$ cat config.mk
export PLATFORM = sky130hd
export DESIGN_NAME = spm_master
export DESIGN_NICKNAME = d
export VERILOG_FILES = /design/src/rtl/spm_pkg.sv /design/src/rtl/spm_master.sv
export VERILOG_INCLUDE_DIRS = /design/src /design/src/rtl
export SDC_FILE = /design/constraint.sdc
export NUM_CORES = 2
export LEC_CHECK = 0
export BUFFER_PORTS_ARGS = -buffer_cell sky130_fd_sc_hd__buf_4
export CAP_MARGIN = 20
export CORE_MARGIN = 5
export CORE_UTILIZATION = 45
export CTS_BUF_LIST = sky130_fd_sc_hd__clkbuf_16
export DETAILED_ROUTE_END_ITERATION = 6
export SKIP_LAST_GASP = 1
export SYNTH_ARGS = -nofsm -noshare
export SYNTH_HDL_FRONTEND = slang
export SYNTH_SLANG_ARGS = --single-unit
$ cat constraint.sdc
create_clock -name clk -period 4.2 [get_ports clk]
set_clock_uncertainty 0.1 [all_clocks]
set_input_delay 0.84 -clock clk [delete_from_list [all_inputs] [get_ports clk]]
set_output_delay 0.84 -clock clk [all_outputs]
set_load 0.05 [all_outputs]
$ cat src/rtl/spm_consts.svh
// Register offsets, field positions, reset values and timing counts of the SPI master
`ifndef SPM_CONSTS_SVH
`define SPM_CONSTS_SVH

// ----------------------------------------------------------------------------
// Register offsets (byte addresses)
// ----------------------------------------------------------------------------
`define SPM_A_START      12'h010
`define SPM_A_STOP       12'h014
`define SPM_A_SUSPEND    12'h01c
`define SPM_A_RESUME     12'h020
`define SPM_A_EV_ENDRX   12'h110
`define SPM_A_EV_END     12'h118
`define SPM_A_EV_TX_BUFFER_DONE_EVENT   12'h120
`define SPM_A_SHORTS     12'h200
`define SPM_A_INTENSET   12'h304
`define SPM_A_IRQ_DISABLE_REG   12'h308
`define SPM_A_STALL      12'h400
`define SPM_A_ENABLE     12'h500
`define SPM_A_PSEL_SCK   12'h508
`define SPM_A_PSEL_MOSI  12'h50c
`define SPM_A_PSEL_MISO  12'h510
`define SPM_A_CHIP_SELECT_PIN_SELECT   12'h514
`define SPM_A_RATE       12'h524
`define SPM_A_RX_PTR     12'h534
`define SPM_A_RX_CNT     12'h538
`define SPM_A_RX_DONE    12'h53c
`define SPM_A_RX_LIST    12'h540
`define SPM_A_TX_PTR     12'h544
`define SPM_A_TX_CNT     12'h548
`define SPM_A_TX_DONE    12'h54c
`define SPM_A_TX_LIST    12'h550
`define SPM_A_FORMAT     12'h554
`define SPM_A_RXDELAY    12'h560
`define SPM_A_CSNDUR     12'h564
`define SPM_A_SELECT_POLARITY     12'h568
`define SPM_A_DCX_PSEL   12'h56c
`define SPM_A_DCX_CNT    12'h570
`define SPM_A_FILLER     12'h5c0

// ----------------------------------------------------------------------------
// Field positions and values
// ----------------------------------------------------------------------------
`define SPM_STALL_TX     0
`define SPM_STALL_RX     1
`define SPM_FMT_LSB      0
`define SPM_FMT_CPHA     1
`define SPM_FMT_CPOL     2
`define SPM_EV_END       0
`define SPM_EV_TX_BUFFER_DONE_EVENT     1
`define SPM_EV_ENDRX     2
`define SPM_LIST_ARRAY   2'h1
`define SPM_ENABLE_ON    4'h7

// ----------------------------------------------------------------------------
// Reset values and bit-rate codes
// ----------------------------------------------------------------------------
`define SPM_RATE_RST     32'h04000000
`define SPM_PSEL_RST     32'hffffffff
`define SPM_R_K125       32'h02000000
`define SPM_R_K250       32'h04000000
`define SPM_R_K500       32'h08000000
`define SPM_R_M1         32'h10000000
`define SPM_R_M2         32'h20000000
`define SPM_R_M4         32'h40000000
`define SPM_R_M8         32'h80000000
`define SPM_R_M16        32'h0a000000
`define SPM_R_M32        32'h14000000

// ----------------------------------------------------------------------------
// Half SCK periods in clk cycles at 40 MHz
// ----------------------------------------------------------------------------
`define SPM_H_K125       9'h0a0
`define SPM_H_K250       9'h050
`define SPM_H_K500       9'h028
`define SPM_H_M1         9'h014
`define SPM_H_M2         9'h00a
`define SPM_H_M4         9'h005
`define SPM_H_M8         9'h002
`define SPM_H_FAST       9'h001

// ----------------------------------------------------------------------------
// Timing
// ----------------------------------------------------------------------------
`define SPM_CLK_NS       25
`define SPM_START_NS     1000
`define SPM_START_CYC    16'((`SPM_START_NS + `SPM_CLK_NS - 1) / `SPM_CLK_NS)
`define SPM_LAST_EDGE    4'hf

`endif

$ cat src/rtl/spm_pkg.sv
// Types of the SPI master: sequencer states and the full state record
package spm_pkg;

  typedef enum logic [3:0] {
    ST_IDLE  = 4'h0,
    ST_WAKE  = 4'h1,
    ST_LEAD  = 4'h2,
    ST_FETCH = 4'h3,
    ST_SHIFT = 4'h4,
    ST_DRAIN = 4'h5,
    ST_STORE = 4'h6,
    ST_TRAIL = 4'h7,
    ST_GAP   = 4'h8
  } spm_state_t;

  typedef struct packed {
    spm_state_t  st;
    logic        ack;
    logic [31:0] rdat;
    logic [1:0]  stall;
    logic [3:0]  en;
    logic [31:0] psel_sck;
    logic [31:0] psel_mosi;
    logic [31:0] psel_miso;
    logic [31:0] chip_select_pin_select;
    logic [31:0] rate;
    logic [31:0] rx_ptr;
    logic [15:0] rx_cnt;
    logic [15:0] rx_done;
    logic [1:0]  rx_list;
    logic [31:0] tx_ptr;
    logic [15:0] tx_cnt;
    logic [15:0] tx_done;
    logic [1:0]  tx_list;
    logic [2:0]  fmt;
    logic [2:0]  rxdly;
    logic [7:0]  csndur;
    logic        pol;
    logic [31:0] dcx_psel;
    logic [3:0]  dcx_cnt;
    logic [7:0]  filler;
    logic        shorts;
    logic [2:0]  evts;
    logic [2:0]  inten;
    logic        susp;
    logic [15:0] cnt;
    logic [15:0] idx;
    logic [15:0] total;
    logic [8:0]  div;
    logic [3:0]  edge_n;
    logic [7:0]  txsh;
    logic [7:0]  rxsh;
    logic        pend;
    logic [2:0]  dcnt;
    logic        sck;
    logic        mosi;
    logic        csn;
    logic        mem_req;
    logic        mem_we;
    logic [31:0] mem_addr;
    logic [7:0]  mem_wdat;
    logic        miso_m;
    logic        miso_s;
  } spm_regs_t;

endpackage : spm_pkg

$ cat src/rtl/spm_master.sv
// SPI master with RAM-direct buffers and a classic Wishbone register slave
//
// The Wishbone register port is this design's own decision.
`timescale 1ns/1ps
`default_nettype none
`include "spm_consts.svh"

module spm_master (
  // Clock and reset
  input  wire logic        clk,
  input  wire logic        rst_b,
  // Wishbone slave
  input  wire logic        wb_cyc_i,
  input  wire logic        wb_stb_i,
  input  wire logic        wb_we_i,
  input  wire logic [11:0] wb_adr_i,
  input  wire logic [31:0] wb_dat_i,
  input  wire logic [3:0]  wb_sel_i,
  output var  logic [31:0] wb_dat_o,
  output var  logic        wb_ack_o,
  // RAM port
  output var  logic        mem_req_o,
  output var  logic        mem_we_o,
  output var  logic [31:0] mem_addr_o,
  output var  logic [7:0]  mem_wdata_o,
  input  wire logic [7:0]  mem_rdata_i,
  input  wire logic        mem_ack_i,
  // SPI pins
  output var  logic        sck_o,
  output var  logic        mosi_o,
  input  wire logic        miso_i,
  output var  logic        csn_o
);

  // --------------------------------------------------------------------------
  // Helpers
  // --------------------------------------------------------------------------
  function automatic logic [8:0] rate_half(input logic [31:0] code);
    case (code)
      `SPM_R_K125: rate_half = `SPM_H_K125;
      `SPM_R_K250: rate_half = `SPM_H_K250;
      `SPM_R_K500: rate_half = `SPM_H_K500;
      `SPM_R_M1:   rate_half = `SPM_H_M1;
      `SPM_R_M2:   rate_half = `SPM_H_M2;
      `SPM_R_M4:   rate_half = `SPM_H_M4;
      `SPM_R_M8:   rate_half = `SPM_H_M8;
      `SPM_R_M16:  rate_half = `SPM_H_FAST;
      `SPM_R_M32:  rate_half = `SPM_H_FAST;
      default:     rate_half = `SPM_H_K250;
    endcase
  endfunction : rate_half

  function automatic logic [15:0] umin16(input logic [15:0] a, input logic [15:0] b);
    umin16 = (a < b) ? a : b;
  endfunction : umin16

  function automatic logic out_bit(input logic [7:0] sh, input logic lsb);
    out_bit = lsb ? sh[0] : sh[7];
  endfunction : out_bit

  function automatic logic [7:0] adv(input logic [7:0] sh, input logic lsb);
    adv = lsb ? {1'b0, sh[7:1]} : {sh[6:0], 1'b0};
  endfunction : adv

  function automatic logic [7:0] shift_in(input logic [7:0] sh, input logic b, input logic lsb);
    shift_in = lsb ? {b, sh[7:1]} : {sh[6:0], b};
  endfunction : shift_in

  // --------------------------------------------------------------------------
  // State
  // --------------------------------------------------------------------------
  spm_pkg::spm_regs_t s;
  spm_pkg::spm_regs_t n;
  logic [31:0]        rd;
  logic [31:0]        wv;
  logic               req;
  logic               wr;
  logic               start;
  logic               fin;
  logic               lead;
  logic               lsb;
  logic               cpha;
  logic [15:0]        nidx;

  always_comb begin
    n     = s;
    rd    = 32'h0;
    start = 1'b0;
    fin   = 1'b0;
    lead  = 1'b0;
    lsb   = s.fmt[`SPM_FMT_LSB];
    cpha  = s.fmt[`SPM_FMT_CPHA];
    nidx  = s.idx + 16'h1;
    n.miso_m = miso_i;
    n.miso_s = s.miso_m;
    req   = wb_cyc_i & wb_stb_i & ~s.ack;
    wr    = req & wb_we_i;
    n.ack = req;

    // ------------------------------------------------------------------------
    // Register read mux
    // ------------------------------------------------------------------------
    case (wb_adr_i)
      `SPM_A_EV_ENDRX:  rd = {31'h0, s.evts[`SPM_EV_ENDRX]};
      `SPM_A_EV_END:    rd = {31'h0, s.evts[`SPM_EV_END]};
      `SPM_A_EV_TX_BUFFER_DONE_EVENT:  rd = {31'h0, s.evts[`SPM_EV_TX_BUFFER_DONE_EVENT]};
      `SPM_A_SHORTS:    rd = {31'h0, s.shorts};
      `SPM_A_INTENSET:  rd = {29'h0, s.inten};
      `SPM_A_IRQ_DISABLE_REG:  rd = {29'h0, s.inten};
      `SPM_A_STALL:     rd = {30'h0, s.stall};
      `SPM_A_ENABLE:    rd = {28'h0, s.en};
      `SPM_A_PSEL_SCK:  rd = s.psel_sck;
      `SPM_A_PSEL_MOSI: rd = s.psel_mosi;
      `SPM_A_PSEL_MISO: rd = s.psel_miso;
      `SPM_A_CHIP_SELECT_PIN_SELECT:  rd = s.chip_select_pin_select;
      `SPM_A_RATE:      rd = s.rate;
      `SPM_A_RX_PTR:    rd = s.rx_ptr;
      `SPM_A_RX_CNT:    rd = {16'h0, s.rx_cnt};
      `SPM_A_RX_DONE:   rd = {16'h0, s.rx_done};
      `SPM_A_RX_LIST:   rd = {30'h0, s.rx_list};
      `SPM_A_TX_PTR:    rd = s.tx_ptr;
      `SPM_A_TX_CNT:    rd = {16'h0, s.tx_cnt};
      `SPM_A_TX_DONE:   rd = {16'h0, s.tx_done};
      `SPM_A_TX_LIST:   rd = {30'h0, s.tx_list};
      `SPM_A_FORMAT:    rd = {29'h0, s.fmt};
      `SPM_A_RXDELAY:   rd = {29'h0, s.rxdly};
      `SPM_A_CSNDUR:    rd = {24'h0, s.csndur};
      `SPM_A_SELECT_POLARITY:    rd = {31'h0, s.pol};
      `SPM_A_DCX_PSEL:  rd = s.dcx_psel;
      `SPM_A_DCX_CNT:   rd = {28'h0, s.dcx_cnt};
      `SPM_A_FILLER:    rd = {24'h0, s.filler};
      default:          rd = 32'h0;
    endcase
    n.rdat = req ? rd : 32'h0;
    for (int i = 0; i < 4; i++) begin
      wv[i*8 +: 8] = wb_sel_i[i] ? wb_dat_i[i*8 +: 8] : rd[i*8 +: 8];
    end

    // ------------------------------------------------------------------------
    // Register writes
    // ------------------------------------------------------------------------
    if (wr) begin
      case (wb_adr_i)
        `SPM_A_START:     start = wv[0];
        `SPM_A_SUSPEND:   n.susp = s.susp | wv[0];
        `SPM_A_RESUME:    n.susp = s.susp & ~wv[0];
        `SPM_A_EV_ENDRX:  n.evts[`SPM_EV_ENDRX] = wv[0];
        `SPM_A_EV_END:    n.evts[`SPM_EV_END] = wv[0];
        `SPM_A_EV_TX_BUFFER_DONE_EVENT:  n.evts[`SPM_EV_TX_BUFFER_DONE_EVENT] = wv[0];
        `SPM_A_SHORTS:    n.shorts = wv[0];
        `SPM_A_INTENSET:  n.inten = s.inten | wv[2:0];
        `SPM_A_IRQ_DISABLE_REG:  n.inten = s.inten & ~wv[2:0];
        `SPM_A_STALL:     n.stall = wv[1:0];
        `SPM_A_ENABLE:    n.en = wv[3:0];
        `SPM_A_PSEL_SCK:  n.psel_sck = wv;
        `SPM_A_PSEL_MOSI: n.psel_mosi = wv;
        `SPM_A_PSEL_MISO: n.psel_miso = wv;
        `SPM_A_CHIP_SELECT_PIN_SELECT:  n.chip_select_pin_select = wv;
        `SPM_A_RATE:      n.rate = wv;
        `SPM_A_RX_PTR:    n.rx_ptr = wv;
        `SPM_A_RX_CNT:    n.rx_cnt = wv[15:0];
        `SPM_A_RX_LIST:   n.rx_list = wv[1:0];
        `SPM_A_TX_PTR:    n.tx_ptr = wv;
        `SPM_A_TX_CNT:    n.tx_cnt = wv[15:0];
        `SPM_A_TX_LIST:   n.tx_list = wv[1:0];
        `SPM_A_FORMAT:    n.fmt = wv[2:0];
        `SPM_A_RXDELAY:   n.rxdly = wv[2:0];
        `SPM_A_CSNDUR:    n.csndur = wv[7:0];
        `SPM_A_SELECT_POLARITY:    n.pol = wv[0];
        `SPM_A_DCX_PSEL:  n.dcx_psel = wv;
        `SPM_A_DCX_CNT:   n.dcx_cnt = wv[3:0];
        `SPM_A_FILLER:    n.filler = wv[7:0];
        default: ;
      endcase
    end

    // ------------------------------------------------------------------------
    // Delayed MISO capture
    // ------------------------------------------------------------------------
    if (s.pend) begin
      if (s.dcnt == 3'h1) begin
        n.pend = 1'b0;
        n.rxsh = shift_in(s.rxsh, s.miso_s, lsb);
      end else begin
        n.dcnt = s.dcnt - 3'h1;
      end
    end

    // ------------------------------------------------------------------------
    // Transaction sequencer
    // ------------------------------------------------------------------------
    unique case (s.st)
      spm_pkg::ST_IDLE: begin
        n.sck = s.fmt[`SPM_FMT_CPOL];
        n.csn = ~s.pol;
        if (start && s.en == `SPM_ENABLE_ON) begin
          n.idx   = 16'h0;
          n.total = (s.rx_cnt > s.tx_cnt) ? s.rx_cnt : s.tx_cnt;
          n.cnt   = `SPM_START_CYC;
          n.st    = spm_pkg::ST_WAKE;
        end
      end
      spm_pkg::ST_WAKE: begin
        if (s.cnt != 16'h0) begin
          n.cnt = s.cnt - 16'h1;
        end else if (s.total == 16'h0) begin
          fin = 1'b1;
        end else begin
          n.csn = s.pol;
          n.cnt = {8'h0, s.csndur};
          n.st  = spm_pkg::ST_LEAD;
        end
      end
      spm_pkg::ST_LEAD: begin
        if (s.cnt != 16'h0) begin
          n.cnt = s.cnt - 16'h1;
        end else begin
          n.st = spm_pkg::ST_FETCH;
        end
      end
      spm_pkg::ST_FETCH: begin
        if (s.idx >= s.tx_cnt && !s.susp) begin
          n.txsh   = s.filler;
          n.mosi   = cpha ? s.mosi : out_bit(s.filler, lsb);
          n.div    = rate_half(s.rate) - 9'h1;
          n.edge_n = 4'h0;
          n.st     = spm_pkg::ST_SHIFT;
        end else if (s.idx < s.tx_cnt) begin
          if (s.mem_req && mem_ack_i) begin
            n.mem_req = 1'b0;
            n.txsh    = mem_rdata_i;
            n.mosi    = cpha ? s.mosi : out_bit(mem_rdata_i, lsb);
            n.div     = rate_half(s.rate) - 9'h1;
            n.edge_n  = 4'h0;
            n.st      = spm_pkg::ST_SHIFT;
          end else if (s.mem_req) begin
            n.stall[`SPM_STALL_TX] = 1'b1;
          end else if (!s.susp) begin
            n.mem_req  = 1'b1;
            n.mem_we   = 1'b0;
            n.mem_addr = s.tx_ptr + {16'h0, s.idx};
          end
        end
      end
      spm_pkg::ST_SHIFT: begin
        if (s.div != 9'h0) begin
          n.div = s.div - 9'h1;
        end else begin
          n.div = rate_half(s.rate) - 9'h1;
          n.sck = ~s.sck;
          lead  = ~s.edge_n[0];
          if (lead ^ cpha) begin
            if (s.rxdly == 3'h0) begin
              n.rxsh = shift_in(s.rxsh, s.miso_s, lsb);
            end else begin
              n.pend = 1'b1;
              n.dcnt = s.rxdly;
            end
          end else if (cpha && s.edge_n == 4'h0) begin
            n.mosi = out_bit(s.txsh, lsb);
          end else if (s.edge_n != `SPM_LAST_EDGE) begin
            n.txsh = adv(s.txsh, lsb);
            n.mosi = out_bit(adv(s.txsh, lsb), lsb);
          end
          if (s.edge_n == `SPM_LAST_EDGE) begin
            n.st = spm_pkg::ST_DRAIN;
          end else begin
            n.edge_n = s.edge_n + 4'h1;
          end
        end
      end
      spm_pkg::ST_DRAIN: begin
        if (!s.pend) begin
          if (s.idx < s.rx_cnt) begin
            n.st = spm_pkg::ST_STORE;
          end else begin
            n.idx = nidx;
            n.st  = (nidx == s.total) ? spm_pkg::ST_TRAIL : spm_pkg::ST_FETCH;
            n.cnt = {8'h0, s.csndur};
          end
        end
      end
      spm_pkg::ST_STORE: begin
        if (s.mem_req && mem_ack_i) begin
          n.mem_req = 1'b0;
          n.mem_we  = 1'b0;
          n.idx     = nidx;
          n.st      = (nidx == s.total) ? spm_pkg::ST_TRAIL : spm_pkg::ST_FETCH;
          n.cnt     = {8'h0, s.csndur};
        end else if (s.mem_req) begin
          n.stall[`SPM_STALL_RX] = 1'b1;
        end else begin
          n.mem_req  = 1'b1;
          n.mem_we   = 1'b1;
          n.mem_addr = s.rx_ptr + {16'h0, s.idx};
          n.mem_wdat = s.rxsh;
        end
      end
      spm_pkg::ST_TRAIL: begin
        if (s.cnt != 16'h0) begin
          n.cnt = s.cnt - 16'h1;
        end else begin
          fin = 1'b1;
        end
      end
      spm_pkg::ST_GAP: begin
        if (s.cnt != 16'h0) begin
          n.cnt = s.cnt - 16'h1;
        end else begin
          n.idx   = 16'h0;
          n.total = (s.rx_cnt > s.tx_cnt) ? s.rx_cnt : s.tx_cnt;
          n.cnt   = 16'h0;
          n.st    = spm_pkg::ST_WAKE;
        end
      end
    endcase

    // ------------------------------------------------------------------------
    // Stop and transaction end
    // ------------------------------------------------------------------------
    if (wr && wb_adr_i == `SPM_A_STOP && wv[0] && s.st != spm_pkg::ST_IDLE) begin
      n.mem_req = 1'b0;
      n.mem_we  = 1'b0;
      n.pend    = 1'b0;
      n.csn     = ~s.pol;
      n.st      = spm_pkg::ST_IDLE;
      n.susp    = 1'b0;
      n.tx_done = umin16(s.idx, s.tx_cnt);
      n.rx_done = umin16(s.idx, s.rx_cnt);
    end else if (fin) begin
      n.csn     = ~s.pol;
      n.tx_done = umin16(s.total, s.tx_cnt);
      n.rx_done = umin16(s.total, s.rx_cnt);
      n.evts    = 3'h7;
      if (s.tx_list == `SPM_LIST_ARRAY) begin
        n.tx_ptr = s.tx_ptr + {16'h0, s.tx_cnt};
      end
      if (s.rx_list == `SPM_LIST_ARRAY) begin
        n.rx_ptr = s.rx_ptr + {16'h0, s.rx_cnt};
      end
      n.cnt = {8'h0, s.csndur};
      n.st  = s.shorts ? spm_pkg::ST_GAP : spm_pkg::ST_IDLE;
    end
  end

  // --------------------------------------------------------------------------
  // State register
  // --------------------------------------------------------------------------
  always_ff @(posedge clk or negedge rst_b) begin
    if (!rst_b) begin
      s           <= '0;
      s.st        <= spm_pkg::ST_IDLE;
      s.rate      <= `SPM_RATE_RST;
      s.psel_sck  <= `SPM_PSEL_RST;
      s.psel_mosi <= `SPM_PSEL_RST;
      s.psel_miso <= `SPM_PSEL_RST;
      s.chip_select_pin_select  <= `SPM_PSEL_RST;
      s.dcx_psel  <= `SPM_PSEL_RST;
      s.csn       <= 1'b1;
    end else begin
      s <= n;
    end
  end

  assign wb_dat_o    = s.rdat;
  assign wb_ack_o    = s.ack;
  assign mem_req_o   = s.mem_req;
  assign mem_we_o    = s.mem_we;
  assign mem_addr_o  = s.mem_addr;
  assign mem_wdata_o = s.mem_wdat;
  assign sck_o       = s.sck;
  assign mosi_o      = s.mosi;
  assign csn_o       = s.csn;

endmodule : spm_master

`default_nettype wire

[Word-level counts from Yosys, hierarchy flattened]
Cells that the tools add are included.
Cells by class
  add/subtract/negate cells: 12
  bitwise logic cells: 16
  $lt $le $gt $ge: 6
  reduce and logical (&&, ||, !) cells: 63
  multiplexer cells: 148
  equal/unequal tests: 94
Operator list (number)
  $pmux 32 s27: 1
  $mux 32: 18
  $mux 16: 17
  $eq 12x11->1 const B: 22
  $mux 214: 1
  $mux 34: 4
  $add 32x16->32: 4
  $mux 48: 2
  $pmux 16 s6: 1
  $mux 9: 10
  $mux 8: 10
  $mux 4: 18
  $pmux 34 s2: 1
  $eq 32x28->1 const B: 2
  $eq 32x29->1 const B: 2
  $lt 16x16->1: 4
  $pmux 16 s4: 1
  $mux 21: 3
  $pmux 8 s7: 1
  $ne 4x4->1 const B: 12
  $pmux 21 s2: 1
  $reduce_and 2->1: 21
  $mux 41: 1
  $mux 40: 1
  other kinds (61): 181
Word-level totals
  word-level logic and storage cells: 386
  output and inout port bits: 78
  input port bits: 63
  register bits: 530

[Logic depth before layout (Yosys ltp)]
  word-level depth: 12
  gate-level depth with buffers: 14

[Worst setup path before layout]
Ideal clock, no wire load.
  kind: input to register
  start: input wb_adr_i[0]
  end: register s[119] (netlist name)
  library setup time: 0.131 ns
  stages on the path: 11
  data required time: 3.969 ns
  data arrival time: 3.505 ns
  setup slack: 0.464 ns
  cell sequence: buf_2 > or4b_4 > a2111oi_4 > a21oi_1 > o2111a_1 > a21boi_4 > a21oi_2 > or4_4 > buf_6 > o21ai_1 > o211ai_1
RTL lines
  start: declaration: line spm_master.sv:16  | input wire logic [11:0] wb_adr_i,
  end signal: assignment: line spm_master.sv:361  | s <= n;
  end: declaration: line spm_master.sv:72  | spm_pkg::spm_regs_t s;

[Worst setup path after layout]
  start: register s[225] (netlist name)
  end: register s[59] (netlist name)
On the way
  cells in the longest elaborated chain, start to end: 4
  elaborated cells on any way between the ends: 8
  classes of those cells: order compare (2); eq/ne (2); mux (2); reduce/logical (2)
RTL lines
  $ge 16x16->1: line spm_master.sv:222  | if (s.idx >= s.tx_cnt && !s.susp) begin
  $logic_and 1x1->1: line spm_master.sv:222
  $ne 3x3->1 (no line) or $mux 21 (tied branches)
  $reduce_and 7->1 (no line) or $pmux 21 s2 (tied branches)
Parallel ways exist; a longest one is shown, timed or not.
A chain may end at the register's enable or synchronous reset.

==> impl_metrics.env <==
export IMPL_cell_internal_pwr_w=0.00999
export IMPL_synthesis_area_mm2=0.0331
export IMPL_yosysTopAreaCell="dfrtp_1"
export IMPL_num_vias=30200
export IMPL_path_class="flop to flop"
export IMPL_initial_core_util=0.454
export IMPL_startpoint_type="flop"
export IMPL_grt_pass1_vias=28300
export IMPL_grt_max_degree=93
export IMPL_dieArea_mm2=0.0791
export IMPL_drt_total_wl_um=127000
export IMPL_synth_mux_area_frac=0.0592
export IMPL_synth_seq_area_share=0.407
export IMPL_cts_sinks=530
export IMPL_finalHoldViolations=0
export IMPL_core_area_mm2=0.0730
export IMPL_finalCritPeriodShare=0.924
export IMPL_share_comb_of_total_power=0.262
export IMPL_diodes=0
export IMPL_syn_nets=3879
export IMPL_status="finished clean"
export IMPL_path_delay_family="simple AND/OR/NAND/NOR gates"
export IMPL_synth_compound_area_frac=0.219
export IMPL_drive_gt1_frac=0.209
export IMPL_grt_ovfl_total=0
export IMPL_syn2layout_area_growth_pct=15.4
export IMPL_timing_fmax_mhz=258
export IMPL_ios=141
export IMPL_yosys_area_top_type_share=0.278
export IMPL_dr_wl_met2_um=54700
export IMPL_relSlewSlack=0.269
export IMPL_leakage_nw=16.2
export IMPL_die_x_um=281
export IMPL_synthTopCellsByArea="dfrtp_1 (28%), dfstp_2 (13%), ha_1 (5.7%)"
export IMPL_clockRootBuffer="clkbuf_16"
export IMPL_ir_drop_mv=0.475
export IMPL_path_max_fanout=12
export IMPL_htree_levels=2
export IMPL_cap_violations=0
export IMPL_synth_top_family_by_area="compound AO/OA/AOI/OAI gates"
export IMPL_synth_xor_area_share=0.0310
export IMPL_yosysWarnings=0
export IMPL_drc=0
export IMPL_rows=99
export IMPL_grt_setup_unrepaired="no"
export IMPL_viasPerCell=6.26
export IMPL_port_buffers=140
export IMPL_min_period_ns=3.88
export IMPL_pwr_density_cell_mw_per_mm2=399
export IMPL_route_top_layer_used="met5"
export IMPL_first_pass_iters=7
export IMPL_avgSynthCellArea_um2=9.04
export IMPL_crit_path_end_kind="flop"
export IMPL_fin_nets=4024
export IMPL_fin_setup_tns_ns=0
export IMPL_clk_latency_ns=0.68
export IMPL_ys_ff_latch=530
export IMPL_synth_ff_type="dfrtp_1"
export IMPL_hp_class="input pin to async pin"
export IMPL_p_sw_frac=0.344
export IMPL_die_h_um=281
export IMPL_cp_data_required_time_ns=4.63
export IMPL_synth_most_common_cell="nand2_1"
export IMPL_cp_cell_sequence="inv_1 -> ha_1 -> nand4_1 -> nor4_2 -> buf_4 -> inv_1 -> and3_1 -> a32oi_1 -> nor3b_1 -> buf_4 -> nand3_1 -> a21oi_1 -> buf_4 -> mux2_2"
export IMPL_p_seq_frac=0.388
export IMPL_hpwlAfterDp_um=95700
export IMPL_synthAdderAreaFrac=0.0591
export IMPL_grt_pass1_wl_um=189000
export IMPL_clockBufferDepth=3
export IMPL_critPathArrivalTime_ns=4.31
export IMPL_cts_tree="built"
export IMPL_slowest_delay_ns=0.51
export IMPL_synth_distinct_cells=97
export IMPL_dr_wl_met3_um=10800
export IMPL_hold_buffers=0
export IMPL_final_max_slew_viol_count=0
export IMPL_worstMarginPinSlew_ns=1.09
export IMPL_p_total_w=0.0152
export IMPL_detailedRoute_firstIterationViolations=3148
export IMPL_netlist_instances=3662
export IMPL_cts_buffers=60
export IMPL_wl_per_cell_um=26.3
export IMPL_gp_congestion=0.997
export IMPL_critPathSlowestCell="dfrtp_1"
export IMPL_power_frac_clock=0.350
export IMPL_post_cts_setup_buffer_count=0
export IMPL_wirelength_met1_um=55800
export IMPL_clk_pin_slew_ns=0.06
export IMPL_synthTopCellsByCount="nand2_1 (461), dfrtp_1 (368), o21ai_0 (352)"
export IMPL_setup_violations_final=0
export IMPL_cp_common_cell="buf_4"
export IMPL_antenna_found_initial=4
export IMPL_track_usage=0.313
export IMPL_worst_path_buf_inv=5
export IMPL_async_reset_ff_frac=1.00
export IMPL_ant_nets=0
export IMPL_yosys_area_share_simple=0.170
export IMPL_p_sw_w=0.00525
export IMPL_cts_resized=0
export IMPL_synth_edf_count=0
==> worst paths after layout <==
path / from / end / slack (ns) / cells after the start
max in group asynchronous: rst_b / s[170] / 2.90 / 2
max reg2reg: s[225] / s[59] / 0.32 / 14
min reg2reg: n[0] / s[0] / 0.29 / 0
max: s[225] / s[59] / 0.32 / 14
min in group clk: miso_i / n[0] / 0.20 / 1
min: rst_b / s[122] / 0.08 / 1
==> state kept, by name (all words and copies together), names as in the netlist, named ones only <==
register	cells
sck_o	1
wb_dat_o	32
mosi_o	1
mem_addr_o	32
s	446
mem_req_o	1
mem_wdata_o	8
mem_we_o	1
cpha	1
wb_ack_o	1
lsb	1
n	1
csn_o	1
==> cell type report <==
type	count	area, um2
clock inverter	54	483
sequential	530	13500
inverter	88	330
fill	6808	34700
multi-input combinational	2742	18000
tap	959	1200
timing repair buffer	385	3220
clock buffer	60	1500
==> metal layers <==
| layer | up-vias | GRT usage |
|---|---|---|
| li1 | 13700 | - |
| met1 | 14900 | 0.455 |
| met2 | 1355 | 0.469 |
| met3 | 223 | 0.0561 |
| met4 | 2 | 0.115 |
| met5 | - | 0 |
==> placed cells by master, fill, tap and decap left out, drive strengths merged, types with 19 or more instances in the layout <==
cell type / instances
a22oi: 84
buf: 385
a211oi: 51
or3: 19
xnor2: 60
mux2: 100
nor3: 50
dfstp: 162
a22o: 28
clkinv: 28
dfrtp: 368
ha: 150
o211ai: 82
mux2i: 81
nor4: 37
and3: 57
nand2b: 30
inv: 105
nand3: 81
xor2: 57
nor2: 247
a21oi: 210
o21ai: 378
nand2: 461
nand4: 47
and2: 25
a221oi: 34
clkbuf: 60
a21o: 53
a222oi: 27
==> cell families (layout without fill, tap and decap cells) <==
family          Yosys count  in the layout
flops                   530            530
compound gates         1119           1119
fa+ha+maj               154            154
buf+inv                 390            587
mux                     182            182
xor+xnor                117            117
simple gates           1170           1170
==> power groups by stage <==
stage          Combinational (W)  Clock [W]  Sequential (W)
2_1_floorplan            0.00284          0         0.00588
3_3_place_gp             0.00393          0         0.00600
3_5_place_dp             0.00396          0         0.00600
4_1_cts                  0.00398    0.00542         0.00592
5_1_grt                  0.00432    0.00560         0.00597
6_report                 0.00400    0.00533         0.00592
==> metrics by stage <==
stage,std cells,area (um2),setup WS [ns],util,hold WS [ns]
after global placement,4704,36200,0.105,0.496,0.245
after global routing,4818,38200,0.0341,0.524,0.126
after CTS,4818,38200,0.274,0.524,0.107
final,4818,38200,0.319,0.524,0.0796
after floorplan,3662,33100,0.464,-,0.231
after detailed placement,4704,36200,0.0658,0.496,0.253
(Power assumes the default switching activity.)
